[config.mk]
export PLATFORM = sky130hd
export DESIGN_NAME = dac_and_comparator_control
export DESIGN_NICKNAME = d
export VERILOG_FILES = /design/src/include/dac_cmp_pkg.sv /design/src/hw/dac_and_comparator_control.sv
export SDC_FILE = /design/constraint.sdc
export NUM_CORES = 1
export LEC_CHECK = 0
export ABC_AREA = 0
export BUFFER_PORTS_ARGS = -buffer_cell sky130_fd_sc_hd__buf_2
export CORE_ASPECT_RATIO = 2
export CORE_MARGIN = 5
export CORE_UTILIZATION = 60
export CTS_BUF_LIST = sky130_fd_sc_hd__clkbuf_16
export DETAILED_ROUTE_END_ITERATION = 16
export PLACE_DENSITY = 0.85
export SYNTH_ARGS = -nofsm -noshare
export SYNTH_HDL_FRONTEND = slang
export SYNTH_SLANG_ARGS = --single-unit
[constraint.sdc]
create_clock -name clk -period 3.9 [get_ports clk]
set_clock_uncertainty 0.15 [all_clocks]
set_input_delay 0.195 -clock clk [delete_from_list [all_inputs] [get_ports clk]]
set_output_delay 0.195 -clock clk [all_outputs]
set_load 0.1 [all_outputs]
[src/include/dac_cmp_pkg.sv]
package dac_cmp_pkg;

  // ==========================================================
  // Register map
  localparam logic [3:0] ADDR_REF_CONTROL_0 = 4'h0;
  localparam logic [3:0] ADDR_REF_LEVEL_SELECT = 4'h1;
  localparam logic [3:0] ADDR_CMP1_CONTROL_0 = 4'h2;
  localparam logic [3:0] ADDR_CMP1_CONTROL_1 = 4'h3;
  localparam logic [3:0] ADDR_CMP2_CONTROL_0 = 4'h4;
  localparam logic [3:0] ADDR_CMP2_CONTROL_1 = 4'h5;
  localparam logic [3:0] ADDR_CMP_RESULT_SUMMARY = 4'h6;
  localparam logic [3:0] ADDR_CMP_EDGE_FLAGS = 4'h7;

  // ==========================================================
  // Field positions
  localparam int REF_ON_BIT = 7;
  localparam int REF_PIN1_BIT = 5;
  localparam int REF_PIN2_BIT = 4;
  localparam int REF_UPPER_BIT = 2;
  localparam int CMP_ON_BIT = 7;
  localparam int CMP_RESULT_BIT = 6;
  localparam int CMP_PIN_BIT = 5;
  localparam int CMP_INVERT_BIT = 4;
  localparam int CMP_SPEED_BIT = 2;
  localparam int CMP_HYST_BIT = 1;
  localparam int CMP_SYNC_BIT = 0;
  localparam int CMP_RISE_BIT = 7;
  localparam int CMP_FALL_BIT = 6;

  // ==========================================================
  // Writable masks and reset values
  localparam logic [7:0] REF_CONTROL_0_MASK = 8'hB4;
  localparam logic [7:0] REF_LEVEL_MASK = 8'h1F;
  localparam logic [7:0] CMP_CONTROL_0_MASK = 8'hB7;
  localparam logic [7:0] CMP_CONTROL_1_MASK = 8'hF7;
  localparam logic [7:0] REF_CONTROL_0_RESET = 8'h00;
  localparam logic [7:0] REF_LEVEL_RESET = 8'h00;
  localparam logic [7:0] CMP_CONTROL_0_RESET = 8'h04;
  localparam logic [7:0] CMP_CONTROL_1_RESET = 8'h00;
  localparam int NUM_CMP = 2;

  // Analog switch settings for one comparator
  typedef struct packed {
    logic [3:0] plus_route;  // One-hot: pin, ref gen, fixed ref, ground
    logic [4:0] minus_route; // One-hot over the minus sources
    logic powered;
    logic fast;
    logic hyst;
  } cmp_analog_t;

  // Reference generator settings
  typedef struct packed {
    logic on;
    logic upper_ext;
    logic pin1;
    logic pin2;
    logic [4:0] level;
  } ref_analog_t;

  // Register bus request
  typedef struct packed {
    logic [3:0] addr;
    logic [7:0] wdata;
    logic wr;
    logic rd;
  } bus_req_t;

endpackage

[src/hw/dac_and_comparator_control.sv]
// Design decisions made here: the strobed register port and the register addresses.
`timescale 1ns/1ps
module dac_and_comparator_control
  import dac_cmp_pkg::*;
(
  input wire logic clk,
  input wire logic reset,
  input wire logic clk_en,
  input wire logic instr_cycle,
  input wire logic [3:0] addr,
  input wire logic [7:0] wdata,
  input wire logic wr,
  input wire logic rd,
  output logic [7:0] rdata,
  input wire logic [1:0] cmp_raw_pin,
  input wire logic timer_clk_pin,
  input wire logic [1:0] ref_pin_in,
  input wire logic [1:0] ref_pin_latch,
  input wire logic [1:0] cmp_pin_latch,
  input wire logic [1:0] cmp_pin_direction,
  output ref_analog_t ref_analog,
  output cmp_analog_t cmp1_analog,
  output cmp_analog_t cmp2_analog,
  output logic [1:0] ref_pin_out,
  output logic [1:0] ref_pin_oe_n,
  output logic [1:0] ref_pin_pullup,
  output logic [1:0] ref_pin_input_en,
  output logic [1:0] ref_pin_read,
  output logic [1:0] cmp_pin_out,
  output logic [1:0] cmp_pin_oe_n,
  output logic [1:0] cmp_result_synced,
  output logic [1:0] cmp_result_unsynced,
  output logic [1:0] cmp_edge_flag
);

  // ==========================================================
  // Register layout
  // Offset 0, reference_control_0:
  //   Bit 7 turns the ladder on
  //   Bit 5 puts the level on pin one
  //   Bit 4 puts the level on pin two
  //   Bit 2 picks the external pin as the upper end
  //   Other bits are not kept and read as zero
  // Offset 1, reference_level_select:
  //   Bits 4 to 0 hold the level code
  //   Bits 7 to 5 are not kept and read as zero
  // Offsets 2 and 4, first control word of each comparator:
  //   Bit 7 turns the comparator on
  //   Bit 6 shows the latched result, writes to it are dropped
  //   Bit 5 hands the pin to the comparator
  //   Bit 4 inverts the result
  //   Bit 2 selects the faster, hungrier setting
  //   Bit 1 asks for hysteresis
  //   Bit 0 takes the result at timer clock falling edges
  // Offsets 3 and 5, second control word of each comparator:
  //   Bit 7 lets a rising result set the edge flag
  //   Bit 6 lets a falling result set the edge flag
  //   Bits 5 and 4 pick the plus source
  //   Bits 2 to 0 pick the minus source
  // Offset 6, result summary: bit 0 first, bit 1 second comparator
  // Offset 7, edge flags: a written one clears that flag
  // Unmapped offsets read zero and ignore writes

  // ==========================================================
  // Timing
  // Every register write lands on the edge that samples it.
  // The analog controls follow one edge later, since they are
  // registered outputs; the switches see a clean, glitch-free word.
  // Read data are registered as well and stand for one cycle only;
  // in every other cycle the read bus carries zero, so an OR of
  // several slaves on one bus stays safe.
  // The raw compare pins are asynchronous to this clock and pass
  // two flops first, so a result reaches the outputs three edges
  // after the pin moves. Short pulses below one cycle may be lost;
  // that is the price of a metastability-safe path.
  // The timer clock pin is synchronised the same way; its falling
  // edge is found from the second stage and one more flop, so a
  // timer clock faster than half of this clock is not seen.
  // The internal result is latched on the instruction strobe, so
  // software reads a value that cannot change within one instruction.
  // Edge flags follow the latched copy, not the raw one, which keeps
  // a noisy input from setting a flag software would never see.

  // ==========================================================
  // Pin handling
  // A reference pin that carries the level must not fight the
  // ladder: its driver is held off, its pull-up and its input
  // detector are turned off, and a port read returns zero.
  // When a reference pin is not carrying the level, its driver
  // follows the port latch as before.
  // The digital level of a reference pin is synchronised before it
  // reaches the read path, since the pin may move at any time.
  // A comparator pin is driven only with the drive bit set, the
  // direction set to output and the comparator on. The drive bit
  // alone decides whose value is offered to the pin; the port latch
  // shows only while the drive bit is clear.

  // ==========================================================
  // Limitations
  // The ladder itself, the comparators and the switches are analog;
  // this block only hands them settings.
  // Sleep is not a reset here: nothing clears the registers on wake,
  // so software should turn the ladder off before sleep to save power.
  // Reserved minus codes connect nothing, which leaves the inverting
  // input floating; software should avoid them.
  // Clock enable low freezes every register, bus writes included;
  // a write held while it is low is simply not taken.
  // Reset wins over clock enable, so a frozen block still resets.

  // ==========================================================
  // State
  typedef struct packed {
    logic [7:0] ref_ctrl;
    logic [7:0] ref_level;
    logic [1:0][7:0] ctrl0;
    logic [1:0][7:0] ctrl1;
    logic [1:0] raw_s1;
    logic [1:0] raw_s2;
    logic tclk_s1;
    logic tclk_s2;
    logic tclk_prev;
    logic [1:0] pin_s1;
    logic [1:0] pin_s2;
    logic [1:0] latched;
    logic [1:0] sync_hold;
    logic [1:0] prev_result;
    logic [1:0] flags;
    logic [7:0] rdata;
    ref_analog_t ref_analog;
    cmp_analog_t [1:0] cmp_analog;
    logic [1:0] ref_pin_oe_n;
    logic [1:0] ref_pin_pullup;
    logic [1:0] ref_pin_input_en;
    logic [1:0] ref_pin_read;
    logic [1:0] cmp_pin_out;
    logic [1:0] cmp_pin_oe_n;
    logic [1:0] synced;
    logic [1:0] unsynced;
  } state_t;

  state_t state;
  state_t next_state;

  // One-hot plus routing; empty when the comparator is off
  function automatic logic [3:0] plus_route(input logic on, input logic [1:0] sel);
    plus_route = on ? (4'h1 << sel) : 4'h0;
  endfunction

  // One-hot minus routing; reserved codes connect nothing
  function automatic logic [4:0] minus_route(input logic on, input logic [2:0] sel);
    minus_route = (on && sel <= 3'h4) ? (5'h01 << sel) : 5'h00;
  endfunction

  // ==========================================================
  // Next-state logic
  always_comb begin
    logic tclk_fall;
    logic [1:0] result;
    logic [1:0] pin_value;
    logic [1:0] set_flags;
    next_state = state;
    tclk_fall = state.tclk_prev && !state.tclk_s2;
    result = '0;
    pin_value = '0;
    set_flags = '0;

    // Pin inputs pass two flops; only the second stage is read, and for the timer clock also its third flop
    next_state.raw_s1 = cmp_raw_pin;
    next_state.raw_s2 = state.raw_s1;
    next_state.tclk_s1 = timer_clk_pin;
    next_state.tclk_s2 = state.tclk_s1;
    next_state.tclk_prev = state.tclk_s2;
    next_state.pin_s1 = ref_pin_in;
    next_state.pin_s2 = state.pin_s1;

    for (int i = 0; i < NUM_CMP; i++) begin
      // Raw compare is high when plus exceeds minus, then polarity applied
      result[i] = state.raw_s2[i] ^ state.ctrl0[i][CMP_INVERT_BIT];
      // Internal copy latched once per instruction cycle
      if (instr_cycle) begin
        next_state.latched[i] = result[i];
      end
      // Sync mode holds the value taken at the timer clock falling edge
      if (tclk_fall) begin
        next_state.sync_hold[i] = result[i];
      end
      pin_value[i] = state.ctrl0[i][CMP_SYNC_BIT] ? state.sync_hold[i] : result[i];
      next_state.synced[i] = pin_value[i];
      next_state.unsynced[i] = result[i];
      // Drive bit owns the pin; the latch value shows only when the drive bit is clear
      next_state.cmp_pin_out[i] = state.ctrl0[i][CMP_PIN_BIT] ? pin_value[i]
                                                              : cmp_pin_latch[i];
      next_state.cmp_pin_oe_n[i] = !(state.ctrl0[i][CMP_PIN_BIT]
                                    && !cmp_pin_direction[i]
                                    && state.ctrl0[i][CMP_ON_BIT]);
      // Edge detection on the latched result; a polarity flip also counts
      next_state.prev_result[i] = state.latched[i];
      set_flags[i] = (state.ctrl1[i][CMP_RISE_BIT] && state.latched[i]
                      && !state.prev_result[i])
                     || (state.ctrl1[i][CMP_FALL_BIT] && !state.latched[i]
                         && state.prev_result[i]);
      next_state.cmp_analog[i].plus_route = plus_route(state.ctrl0[i][CMP_ON_BIT],
                                                       state.ctrl1[i][5:4]);
      next_state.cmp_analog[i].minus_route = minus_route(state.ctrl0[i][CMP_ON_BIT],
                                                         state.ctrl1[i][2:0]);
      next_state.cmp_analog[i].powered = state.ctrl0[i][CMP_ON_BIT];
      next_state.cmp_analog[i].fast = state.ctrl0[i][CMP_SPEED_BIT];
      next_state.cmp_analog[i].hyst = state.ctrl0[i][CMP_HYST_BIT];
    end

    // Reference ladder controls; the code sets the tap, code over 32 of the span
    next_state.ref_analog.on = state.ref_ctrl[REF_ON_BIT];
    next_state.ref_analog.upper_ext = state.ref_ctrl[REF_UPPER_BIT];
    next_state.ref_analog.pin1 = state.ref_ctrl[REF_PIN1_BIT];
    next_state.ref_analog.pin2 = state.ref_ctrl[REF_PIN2_BIT];
    next_state.ref_analog.level = state.ref_level[4:0];

    // A pin carrying the level loses its digital functions
    for (int p = 0; p < 2; p++) begin
      logic carry;
      carry = (p == 0) ? state.ref_ctrl[REF_PIN1_BIT] : state.ref_ctrl[REF_PIN2_BIT];
      next_state.ref_pin_oe_n[p] = carry ? 1'b1 : ref_pin_latch[p];
      next_state.ref_pin_pullup[p] = !carry;
      next_state.ref_pin_input_en[p] = !carry;
      next_state.ref_pin_read[p] = carry ? 1'b0 : state.pin_s2[p];
    end

    // Read path, data in the following cycle
    next_state.rdata = 8'h00;
    if (rd) begin
      if (addr == ADDR_REF_CONTROL_0) begin
        next_state.rdata = state.ref_ctrl;
      end else if (addr == ADDR_REF_LEVEL_SELECT) begin
        next_state.rdata = state.ref_level;
      end else if (addr == ADDR_CMP1_CONTROL_0 || addr == ADDR_CMP2_CONTROL_0) begin
        next_state.rdata = state.ctrl0[addr[2]] & CMP_CONTROL_0_MASK;
        next_state.rdata[CMP_RESULT_BIT] = state.latched[addr[2]];
      end else if (addr == ADDR_CMP1_CONTROL_1 || addr == ADDR_CMP2_CONTROL_1) begin
        next_state.rdata = state.ctrl1[addr[2]];
      end else if (addr == ADDR_CMP_RESULT_SUMMARY) begin
        next_state.rdata = {6'h00, state.latched};
      end else if (addr == ADDR_CMP_EDGE_FLAGS) begin
        next_state.rdata = {6'h00, state.flags};
      end
    end

    // Flags: writing one clears, a new edge in the same cycle wins
    next_state.flags = state.flags;
    if (wr && addr == ADDR_CMP_EDGE_FLAGS) begin
      next_state.flags = state.flags & ~wdata[1:0];
    end
    next_state.flags = next_state.flags | set_flags;

    // Writes land on the next edge; masks keep unused bits at zero
    if (wr) begin
      if (addr == ADDR_REF_CONTROL_0) begin
        next_state.ref_ctrl = wdata & REF_CONTROL_0_MASK;
      end else if (addr == ADDR_REF_LEVEL_SELECT) begin
        next_state.ref_level = wdata & REF_LEVEL_MASK;
      end else if (addr == ADDR_CMP1_CONTROL_0 || addr == ADDR_CMP2_CONTROL_0) begin
        next_state.ctrl0[addr[2]] = wdata & CMP_CONTROL_0_MASK;
      end else if (addr == ADDR_CMP1_CONTROL_1 || addr == ADDR_CMP2_CONTROL_1) begin
        next_state.ctrl1[addr[2]] = wdata & CMP_CONTROL_1_MASK;
      end
    end
  end

  // ==========================================================
  // Registers; sleep wake is not a reset, so the registers keep contents
  always_ff @(posedge clk) begin
    if (reset) begin
      state <= '0;
      state.ref_ctrl <= REF_CONTROL_0_RESET;
      state.ref_level <= REF_LEVEL_RESET;
      state.ctrl0 <= {CMP_CONTROL_0_RESET, CMP_CONTROL_0_RESET};
      state.ctrl1 <= {CMP_CONTROL_1_RESET, CMP_CONTROL_1_RESET};
      state.ref_pin_oe_n <= 2'h3;
      state.ref_pin_pullup <= 2'h3;
      state.ref_pin_input_en <= 2'h3;
      state.cmp_pin_oe_n <= 2'h3;
    end else if (clk_en) begin
      state <= next_state;
    end
  end

  // ==========================================================
  // Outputs straight from flops; ref_pin_out is tied to zero
  assign rdata = state.rdata;
  assign ref_analog = state.ref_analog;
  assign cmp1_analog = state.cmp_analog[0];
  assign cmp2_analog = state.cmp_analog[1];
  assign ref_pin_out = 2'h0;
  assign ref_pin_oe_n = state.ref_pin_oe_n;
  assign ref_pin_pullup = state.ref_pin_pullup;
  assign ref_pin_input_en = state.ref_pin_input_en;
  assign ref_pin_read = state.ref_pin_read;
  assign cmp_pin_out = state.cmp_pin_out;
  assign cmp_pin_oe_n = state.cmp_pin_oe_n;
  assign cmp_result_synced = state.synced;
  assign cmp_result_unsynced = state.unsynced;
  assign cmp_edge_flag = state.flags;

endmodule

==> flow_summary.yaml, run 1 <==
timing:
  max_freq_mhz: 536
  layout_min_cycle_time_ns: 1.87
  setup_repair_after_global_routing_missed_its_margin: "no"
  post-route-worst-setup-slack_ns: 2.03
  worst_pin_slew_ns: 0.996
  totalNegativeSetupSlack_ns: 0
  hold_viol_final: 0
  timing.final.crit_share_pct: 47.9
  final_max_slew_viol_count: 0
  fin_worst_hold_slack_ns: 0.0201
  setup_viol: 0
  maxSlewHeadroom_pct: 33.5
clocking:
  htreeDepth: 3
  tritoncts: "yes"
  cts_num_sinks: 109
  cts.repair.resized: 0
  postCtsSetupRepairBufs: 0
  worstSkewPairLatency_ns: 0.35
  clkTransAtPathRegs_ns: 0.07
  num_cts_buffers: 9
  max-clock-path-buffers: 2
  clock-root-buffer: "sky130_fd_sc_hd__clkbuf_16"
outcome:
  run_status: "complete, no violations"
power:
  total_power_mw: 2.31
  power.density_cell_area_nw_per_um2: 432
  irDropWorstVdd_mv: 0.330
  power.static_leakage_nw: 2.22
floorplan:
  fp.coreArea_um2: 8170
  die-area_um2: 10300
  fp-row-count: 47
  top_level_ports: 90
  initial_utilization_pct: 60.8
  floorplan.die.height_um: 139
  die_width_um: 74.3
yosys:
  syn_area_um2: 4970
  ys_seq_area_share_pct: 43.9
  synth_seq_cells: 109
  yosys.cell_count.top_type: "sky130_fd_sc_hd__dfxtp_1"
  yosys.cell_types.count: 48
  synth_async_sr_flop_share_pct: 0
  most_used_flip_flop_cell_after_synthesis: "sky130_fd_sc_hd__dfxtp_1"
  yosys-top-cells-area: "sky130_fd_sc_hd__dfxtp_1 (44%), sky130_fd_sc_hd__mux2i_1 (11%), sky130_fd_sc_hd__buf_4 (9.7%), sky130_fd_sc_hd__nor2_1 (5.8%), sky130_fd_sc_hd__a21oi_1 (4.2%)"
  syn-mean-instance-area_um2: 8.93
  number_of_enable_type_register_cells_in_the_synthesized_netlist: 0
  postSynthCellCount: 556
  synthDominantAreaCellType: "sky130_fd_sc_hd__dfxtp_1"
  synth_common_cells: "sky130_fd_sc_hd__dfxtp_1 (109), sky130_fd_sc_hd__nor2_1 (77), sky130_fd_sc_hd__buf_4 (64)"
  yosys_warnings: 0
  synthDominantCellAreaShare_pct: 43.9
global_routing:
  grt_max_degree: 57
  grt_pass1_vias: 3844
  antenna_found_initial: 0
  grt-ovfl-total: 0
  grt_first_pass_wirelength_um: 18700
  globalRouteTotalUtil_pct: 23.2
placed_design:
  place.gp.congestion: 0.919
  placement.io_buffers: 87
  preCtsSetupSlack_ns: 1.69
  dp_hpwl_um: 8260
final_layout:
  insertedDiodeCount: 0
  nets: 604
  flow.area_growth_from_synthesis_pct: 7.91
  nFillCells: 681
  layout-drive-gt1-share_pct: 19.0
  utilization_pct: 65.6
setup_path:
  crit_type: "in2reg"
  critical_path.endpoint_type: "flip-flop"
  worst-endpoint-arrival_ns: 2.00
  critical_path.startpoint_type: "input pin"
  cp.required_ns: 4.03
  crit_path_max_fanout: 45
flow_run:
  cap_viol_max_count: 0
routing:
  drc_errors: 0
  ant_nets: 0
  vias: 3926
  detail_route.iter0.violations: 317
  drt-vias-per-instance: 5.79
  wl_per_cell_um: 17.1
  wl_um: 11600
  detail_route.first_pass.iterations: 5
min_path:
  min_path_type: "in2reg"
area by class of cell:
| class | instances | area, um^2 | area share, % |
|---|---|---|---|
| repair buffers | 103 | 591 | 11.0 |
| clock inverters | 7 | 81.3 | 1.52 |
| multi-input cells | 342 | 2120 | 39.6 |
| inverters | 10 | 37.5 | 0.700 |
| flip-flops and latches | 109 | 2180 | 40.7 |
| well taps | 98 | 123 | 2.29 |
| clock buffers | 9 | 225 | 4.20 |
routing by layer:
layer / GRT usage, % / share of wire (%) / vias to the layer above / routed length (um)
li1: - / - / 1902 / -
met5: 0 / 0 / - / 0
met2: 39.6 / 53 / 133 / 6120
met1: 25.7 / 38 / 1851 / 4370
met4: 13.3 / 4.9 / 0 / 567
met3: 4.79 / 4.6 / 40 / 538
worst paths after layout:
kind	start	to	slack, ns	cells after the start
worst max register to register	next_state[30]	cmp2_analog[4]	2.35	4
worst min-delay path	wdata[2]	next_state[29]	0.02	2
worst max-delay path	clk_en	cmp1_analog[6]	2.03	6
worst min register to register	cmp2_analog[7]	cmp2_analog[7]	0.31	2
critical path, cell delays in order:
cell                      delay [ns]
sky130_fd_sc_hd__buf_2          0.48
sky130_fd_sc_hd__buf_4          0.54
sky130_fd_sc_hd__nand2_1        0.19
sky130_fd_sc_hd__nor2_1         0.29
sky130_fd_sc_hd__a32oi_1        0.17
sky130_fd_sc_hd__nor2_1         0.12
cell usage in the layout (no fill, tap or decap), types with 3 or more instances in the layout:
cell type	Yosys	layout
sky130_fd_sc_hd__a221oi_1	6	6
sky130_fd_sc_hd__nand3_1	4	4
sky130_fd_sc_hd__nand4_1	4	4
sky130_fd_sc_hd__a211oi_1	10	10
sky130_fd_sc_hd__buf_2	12	87
sky130_fd_sc_hd__nor2_1	77	77
sky130_fd_sc_hd__nand2_1	50	50
sky130_fd_sc_hd__a22o_1	4	4
sky130_fd_sc_hd__nand2b_1	9	9
sky130_fd_sc_hd__a32oi_1	3	3
sky130_fd_sc_hd__a21oi_1	42	42
sky130_fd_sc_hd__nand3b_1	11	11
sky130_fd_sc_hd__dfxtp_1	109	109
sky130_fd_sc_hd__mux2i_1	56	56
sky130_fd_sc_hd__clkbuf_16	0	9
sky130_fd_sc_hd__o22ai_1	4	4
sky130_fd_sc_hd__nor3_1	4	4
sky130_fd_sc_hd__a22oi_1	5	5
sky130_fd_sc_hd__dlygate4sd3_1	0	14
sky130_fd_sc_hd__inv_1	10	11
sky130_fd_sc_hd__o21ai_0	12	12
sky130_fd_sc_hd__nand4b_1	4	4
repair_timing:
action,4_1_cts,5_1_grt
hold buffers,14,0
endpoints found under the setup margin,0,0
hold endpoints to repair,16,0
per-stage QoR:
| stage | area, um^2 | std cells |
|---|---|---|
| after floorplan | 4970 | 557 |
| after global placement | 4910 | 648 |
| after detailed placement | 4910 | 648 |
| after CTS | 5360 | 678 |
| after global routing | 5360 | 678 |
| final | 5360 | 678 |
registers in the layout (all words and copies together) (netlist names):
name and flops:
ref_pin_input_en 2, state 29, cmp_pin_out 2, cmp_edge_flag 2, cmp2_analog 12, cmp_pin_oe_n 2, ref_pin_oe_n 2, cmp_result_synced 2
cmp1_analog 12, ref_pin_read 2, ref_analog 9, rdata 8, cmp_result_unsynced 2, next_state 23
cell families after synthesis:
kind of cell	synth area share, %
XOR/XNOR	0.353
other	0.0755
multiplexers	11.3
AND/OR/NAND/NOR	17.6
buffers and inverters	13.5
AO/OA/AOI/OAI	13.3
flip-flops	43.9
power by group:
part / total (mW) / switching (mW) / internal (mW) / leakage, nW
logic: 0.228 / 0.166 / 0.0626 / 1.18
registers: 1.14 / 0.0140 / 1.13 / 0.882
clock network: 0.942 / 0.388 / 0.554 / 0.155
total: 2.31 / 0.568 / 1.75 / 2.22
(Power assumes the default switching activity.)
==> run 2, diff against run 1 <==
--- a/config.mk
+++ b/config.mk
@@ -9,10 +9,10 @@
 export BUFFER_PORTS_ARGS = -buffer_cell sky130_fd_sc_hd__buf_2
 export CORE_ASPECT_RATIO = 2
 export CORE_MARGIN = 5
-export CORE_UTILIZATION = 60
+export CORE_UTILIZATION = 50
 export CTS_BUF_LIST = sky130_fd_sc_hd__clkbuf_16
 export DETAILED_ROUTE_END_ITERATION = 16
-export PLACE_DENSITY = 0.85
+export PLACE_DENSITY = 0.76
 export SYNTH_ARGS = -nofsm -noshare
 export SYNTH_HDL_FRONTEND = slang
 export SYNTH_SLANG_ARGS = --single-unit
==> constraint.sdc (replaced) <==
create_clock -name clk -period 1.6 [get_ports clk]
set_clock_uncertainty 0.15 [all_clocks]
set_input_delay 0.08 -clock clk [delete_from_list [all_inputs] [get_ports clk]]
set_output_delay 0.08 -clock clk [all_outputs]
set_load 0.1 [all_outputs]
==> flow_summary.yaml, run 2 (synthesized netlist as in run 1, its figures left out) <==
outcome:
  run_status: "complete, no violations"
final_layout:
  instances_no_fill: 754
  insertedDiodeCount: 0
  flow.area_growth_from_synthesis_pct: 15.6
  layout_common_cells: "sky130_fd_sc_hd__dfxtp_1 (109), sky130_fd_sc_hd__buf_2 (86), sky130_fd_sc_hd__nor2_1 (77), sky130_fd_sc_hd__mux2i_1 (56), sky130_fd_sc_hd__nand2_1 (50)"
  layout-drive-gt1-share_pct: 23.3
  stdcell_area_um2: 5740
  mostFrequentLayoutCell: "sky130_fd_sc_hd__dfxtp_1"
  largest_register: "state"
  largest_reg_flops: 29
  nets: 647
setup_path:
  critical_path.max_stage_delay_ns: 0.43
  worst-endpoint-arrival_ns: 1.56
  crit_slowest_cell: "sky130_fd_sc_hd__nor4b_2"
  crit_type: "reg2reg"
  critical_path.endpoint_type: "flip-flop"
  worstPathCellList: "buf_4 -> nor4b_2 -> buf_4 -> a21oi_1 -> nor2_1"
  critical_path.startpoint_type: "flip-flop"
  cp.required_ns: 1.73
  worst_path_most_repeated_cell: "sky130_fd_sc_hd__buf_4"
  crit_path_max_fanout: 5
  worstRegToRegCells: 5
power:
  power.density_cell_area_nw_per_um2: 938
  power.static_leakage_nw: 2.41
  irDropWorstVdd_mv: 0.602
  total_power_mw: 5.38
placed_design:
  post_dp_cell_area_um2: 5260
  preCtsSetupSlack_ns: -0.0779
  placement.io_buffers: 87
  dp_hpwl_um: 9830
  place.gp.congestion: 0.883
  number_of_cells_after_detailed_placement: 717
timing:
  totalNegativeSetupSlack_ns: 0
  setup_viol: 0
  max_freq_mhz: 701
  setup_repair_after_global_routing_missed_its_margin: "no"
  post-route-worst-setup-slack_ns: 0.174
  hold_viol_final: 0
  worst_pin_slew_ns: 0.567
  final_max_slew_viol_count: 0
  maxSlewHeadroom_pct: 62.2
  timing.final.crit_share_pct: 89.1
  layout_min_cycle_time_ns: 1.43
clocking:
  tritoncts: "yes"
  clkTransAtPathRegs_ns: 0.06
  clock-root-buffer: "sky130_fd_sc_hd__clkbuf_16"
  max-clock-path-buffers: 2
  worstSkewPairLatency_ns: 0.35
  htreeDepth: 3
  cts_num_sinks: 109
  num_cts_buffers: 9
min_path:
  min_delay_path_depth: 4
  min_path_type: "in2reg"
floorplan:
  initial_utilization_pct: 50.9
  die-area_um2: 12100
  top_level_ports: 90
  fp-row-count: 51
  die_width_um: 80.5
  fp.coreArea_um2: 9760
  floorplan.die.height_um: 151
global_routing:
  grt_pass1_vias: 4039
  antenna_found_initial: 0
  grt_first_pass_wirelength_um: 20500
  grt-ovfl-total: 0
  globalRouteTotalUtil_pct: 22.2
  grt_max_degree: 58
routing:
  detail_route.first_pass.iterations: 5
  detail_route.iter0.violations: 170
  wl_per_cell_um: 17.3
  wl_um: 13000
  vias: 4005
  ant_nets: 0
  drc_errors: 0
  drt-vias-per-instance: 5.31
flow_run:
  cap_viol_max_count: 0
## run 2: cell count changes in the layout (fill, tap and decap cells not counted), sizes merged
cell	delta
bufinv	-2
buf	+35
dlygate4sd3	+8
clkinvlp	+1
## run 2: worst paths after layout
kind | start | end | slack [ns]
hold reg to reg | cmp2_analog[9] | cmp2_analog[9] | 0.31
setup / recovery | state[80] | cmp1_analog[8] | 0.17
setup reg to reg | state[80] | cmp1_analog[8] | 0.17
hold / removal | clk_en | cmp1_analog[7] | 0.07
## run 2: layout make-up
| type | instances | area (um^2) |
|---|---|---|
| clock buffers | 9 | 225 |
| clock inverters | 6 | 32.5 |
| fillers | 884 | 4020 |
| inverters | 10 | 37.5 |
| multi-input cells | 342 | 2130 |
| flip-flops and latches | 109 | 2180 |
| well taps | 132 | 165 |
| repair buffers | 146 | 973 |
## run 2: worst max-delay path: cells and delay by family, from the launching register on
| kind | cells | cell delay (ns) |
|---|---|---|
| and+or+nand+nor | 2 | 0.51 |
| buffers and inverters | 2 | 0.34 |
| DFF | 1 | 0.33 |
| AOI/OAI and AO/OA | 1 | 0.03 |
## run 2: layer usage
layer / track usage [%] / wire length (um) / up-vias / share of wire (%)
met1: 23.0 / 4720 / 1908 / 36
met4: 10.7 / 476 / 0 / 3.7
met3: 3.75 / 474 / 26 / 3.6
met5: 0 / 0 / - / 0
met2: 41.8 / 7350 / 86 / 56
li1: - / - / 1985 / -
## run 2: where the power goes
part	total [mW]	internal, mW	switching (mW)
logic	0.630	0.207	0.423
clock network	1.97	1.03	0.938
registers	2.79	2.76	0.0315
total	5.38	3.99	1.39
## run 2: metrics by stage
step | hold WS, ns | util (%)
after floorplan | 0.0461 | -
after global placement | 0.167 | 53.9
after detailed placement | 0.180 | 53.9
after CTS | 0.0715 | 58.8
after global routing | 0.139 | 58.8
final | 0.0728 | 58.8
## run 2: repair_timing
item                       4_1_cts  5_1_grt
hold buffers                    22        0
buffers inserted                 0        0
gates resized for setup          1        0
hold endpoints to repair        50        0
setup endpoints to repair        1        0
==> run 3, diff against run 2 <==
--- a/config.mk
+++ b/config.mk
@@ -10,9 +10,9 @@
 export CORE_ASPECT_RATIO = 2
 export CORE_MARGIN = 5
 export CORE_UTILIZATION = 50
-export CTS_BUF_LIST = sky130_fd_sc_hd__clkbuf_16
 export DETAILED_ROUTE_END_ITERATION = 16
 export PLACE_DENSITY = 0.76
+export SLEW_MARGIN = 40
 export SYNTH_ARGS = -nofsm -noshare
 export SYNTH_HDL_FRONTEND = slang
 export SYNTH_SLANG_ARGS = --single-unit
==> constraint.sdc (replaced) <==
create_clock -name clk -period 1.21 [get_ports clk]
set_clock_uncertainty 0.15 [all_clocks]
set_input_delay 0.0605 -clock clk [delete_from_list [all_inputs] [get_ports clk]]
set_output_delay 0.0605 -clock clk [all_outputs]
set_load 0.1 [all_outputs]
==> flow_summary.yaml, run 3 (synthesized netlist as in run 1, its figures left out) <==
final_layout:
  nets: 692
  largest_reg_flops: 29
  largest_register: "state"
  utilization_pct: 74.5
  flow.area_growth_from_synthesis_pct: 46.3
  layout-drive-gt1-share_pct: 37.0
  stdcell_area_um2: 7270
  layout_common_cells: "sky130_fd_sc_hd__dfxtp_1 (84), sky130_fd_sc_hd__buf_4 (74), sky130_fd_sc_hd__nor2_1 (73), sky130_fd_sc_hd__buf_12 (65), sky130_fd_sc_hd__mux2i_1 (55)"
  insertedDiodeCount: 0
  mostFrequentLayoutCell: "sky130_fd_sc_hd__dfxtp_1"
routing:
  wl_per_cell_um: 18.1
  detail_route.iter0.violations: 261
  drt-vias-per-instance: 5.35
  detail_route.first_pass.iterations: 4
  ant_nets: 0
  drc_errors: 0
  wl_um: 14500
  vias: 4282
setup_path:
  cp_top_family: "compound AO/OA/AOI/OAI gates"
  timing.rr.start: "state[80]"
  critPathCapture: "rdata[4]"
  crit-reg2reg-capture: "rdata[4]"
  critical_path.n_buffers_inverters: 0
  crit_path_max_fanout: 2
  crit_type: "reg2reg"
  critical_path.endpoint_type: "flip-flop"
  crit_slowest_cell: "sky130_fd_sc_hd__dfxtp_2"
  worstRegToRegCells: 3
  worstPathCellList: "a22o_1 -> a221o_1 -> a32o_1"
  critical_path.max_stage_delay_ns: 0.33
  worst-endpoint-arrival_ns: 1.41
  crit_path_launch: "state[80]"
  critical_path.startpoint_type: "flip-flop"
  worst-path-stages: 3
  cp.required_ns: 1.30
  setup_slack_of_the_worst_register_to_register_path_ns: -0.12
outcome:
  run_status: "complete, but fails checks"
  failed_checks: "negative setup slack"
power:
  irDropWorstVdd_mv: 0.957
  power.density_cell_area_nw_per_um2: 1040
  net-switching-power_mw: 2.01
  cellInternalPower_mw: 5.56
  switching_share_pct: 26.6
  clock_power_share_pct: 37.3
  share_comb_of_total_power_pct: 13.9
  power.static_leakage_nw: 2.93
  seqPwrFrac_pct: 48.8
global_routing:
  met3_usage_in_global_routing_pct: 3.27
  globalRouteMet1Util_pct: 26.9
  groute.layer.met2.usage_pct: 45.6
  grt_first_pass_wirelength_um: 23000
  grt_pass1_vias: 4437
  globalRouteTotalUtil_pct: 25.0
  antenna_found_initial: 0
  grt_max_degree: 64
  grt-ovfl-total: 0
  busiest_layer: "met2"
timing:
  setup_viol: 7
  setup_repair_after_global_routing_missed_its_margin: "yes"
  timing.final.crit_share_pct: 110
  post-route-worst-setup-slack_ns: -0.117
  max_freq_mhz: 753
  layout_min_cycle_time_ns: 1.33
  hold_viol_final: 0
  final_max_slew_viol_count: 0
floorplan:
  fp-row-count: 51
  die-area_um2: 12100
  top_level_ports: 90
  initial_utilization_pct: 50.9
  fp.coreArea_um2: 9760
  floorplan.die.height_um: 151
  die_width_um: 80.5
clocking:
  max-clock-path-buffers: 2
  clkTransAtPathRegs_ns: 0.07
  num_cts_buffers: 9
  cts_num_sinks: 109
  clock-root-buffer: "sky130_fd_sc_hd__clkbuf_16"
  tritoncts: "yes"
  htreeDepth: 3
  worstSkewPairLatency_ns: 0.34
flow_run:
  cap_viol_max_count: 0
placed_design:
  post_dp_cell_area_um2: 6550
  place.gp.congestion: 0.909
  placement.io_buffers: 87
  dp_hpwl_um: 11200
min_path:
  min_path_type: "in2reg"
-- run 3: changes by cell type in the layout (fill, tap and decap cells not counted), moves of 4 or more --
cell                       previous run  this run
sky130_fd_sc_hd__dfxtp_2              0        21
sky130_fd_sc_hd__o21ai_0             12         7
sky130_fd_sc_hd__dfxtp_4              0         4
sky130_fd_sc_hd__buf_4               35        74
sky130_fd_sc_hd__nor2_1              77        73
sky130_fd_sc_hd__a221oi_1             6         2
sky130_fd_sc_hd__a221oi_2             0         4
sky130_fd_sc_hd__dfxtp_1            109        84
sky130_fd_sc_hd__buf_2               86        27
sky130_fd_sc_hd__buf_12               3        65
-- run 3: worst min path at each step --
stage	start	endpoint	cells after the start
finish	reset	cmp1_analog[5]	3
global route	reset	next_state[30]	3
CTS	reset	rdata[6]	5
detailed placement	instr_cycle	next_state[59]	2
global placement	timer_clk_pin	next_state[70]	3
floorplan	instr_cycle	next_state[59]	1
-- run 3: layout make-up --
cell class / count / area, um^2
timing repair buffer: 191 / 2240
clock buffer: 11 / 243
tap: 132 / 165
clock inverter: 5 / 42.5
multi-input combinational: 342 / 2310
fill: 705 / 2490
inverter: 10 / 37.5
sequential: 109 / 2220
-- run 3: power by group through the flow --
stage / logic (mW) / registers [mW] / clock network [mW]
finish: 1.05 / 3.70 / 2.82
global route: 1.12 / 3.70 / 3.03
CTS: 1.03 / 3.70 / 2.87
detailed placement: 0.958 / 3.78 / 0
global placement: 0.944 / 3.78 / 0
floorplan: 0.608 / 3.75 / 0
-- run 3: through the flow --
| step | TNS [ns] | hold slack [ns] | setup WS [ns] | instances | power, mW |
|---|---|---|---|---|---|
| detailed placement | -10.85 | 0.158 | -0.378 | 762 | 4.74 |
| floorplan | -0.853 | 0.0266 | -0.184 | 557 | 4.36 |
| finish | -0.397 | 0.0619 | -0.117 | 800 | 7.57 |
| global placement | -8.53 | 0.144 | -0.386 | 762 | 4.72 |
| CTS | -0.430 | 0.0483 | -0.116 | 800 | 7.60 |
| global route | -0.660 | 0.0673 | -0.158 | 800 | 7.85 |
-- run 3: worst register-to-register path: cells and delay by family, from the launching register on --
family | cells | cell delay (ns)
DFF | 1 | 0.33
AOI/OAI and AO/OA | 3 | 0.75
-- run 3: repair_timing --
| item | CTS | global route |
|---|---|---|
| hold buffers | 22 | 2 |
| endpoints found under the hold margin | 49 | 1 |
| buffers inserted | 2 | 0 |
| setup endpoints to repair | 27 | 22 |
| pin swaps | 5 | 10 |
| resized for setup | 37 | 29 |
-- run 3: per-layer routing --
layer,vias to the layer above,wire [um]
li1,2074,-
met2,109,8000
met1,2058,5200
met3,41,444
met4,0,858
met5,-,0
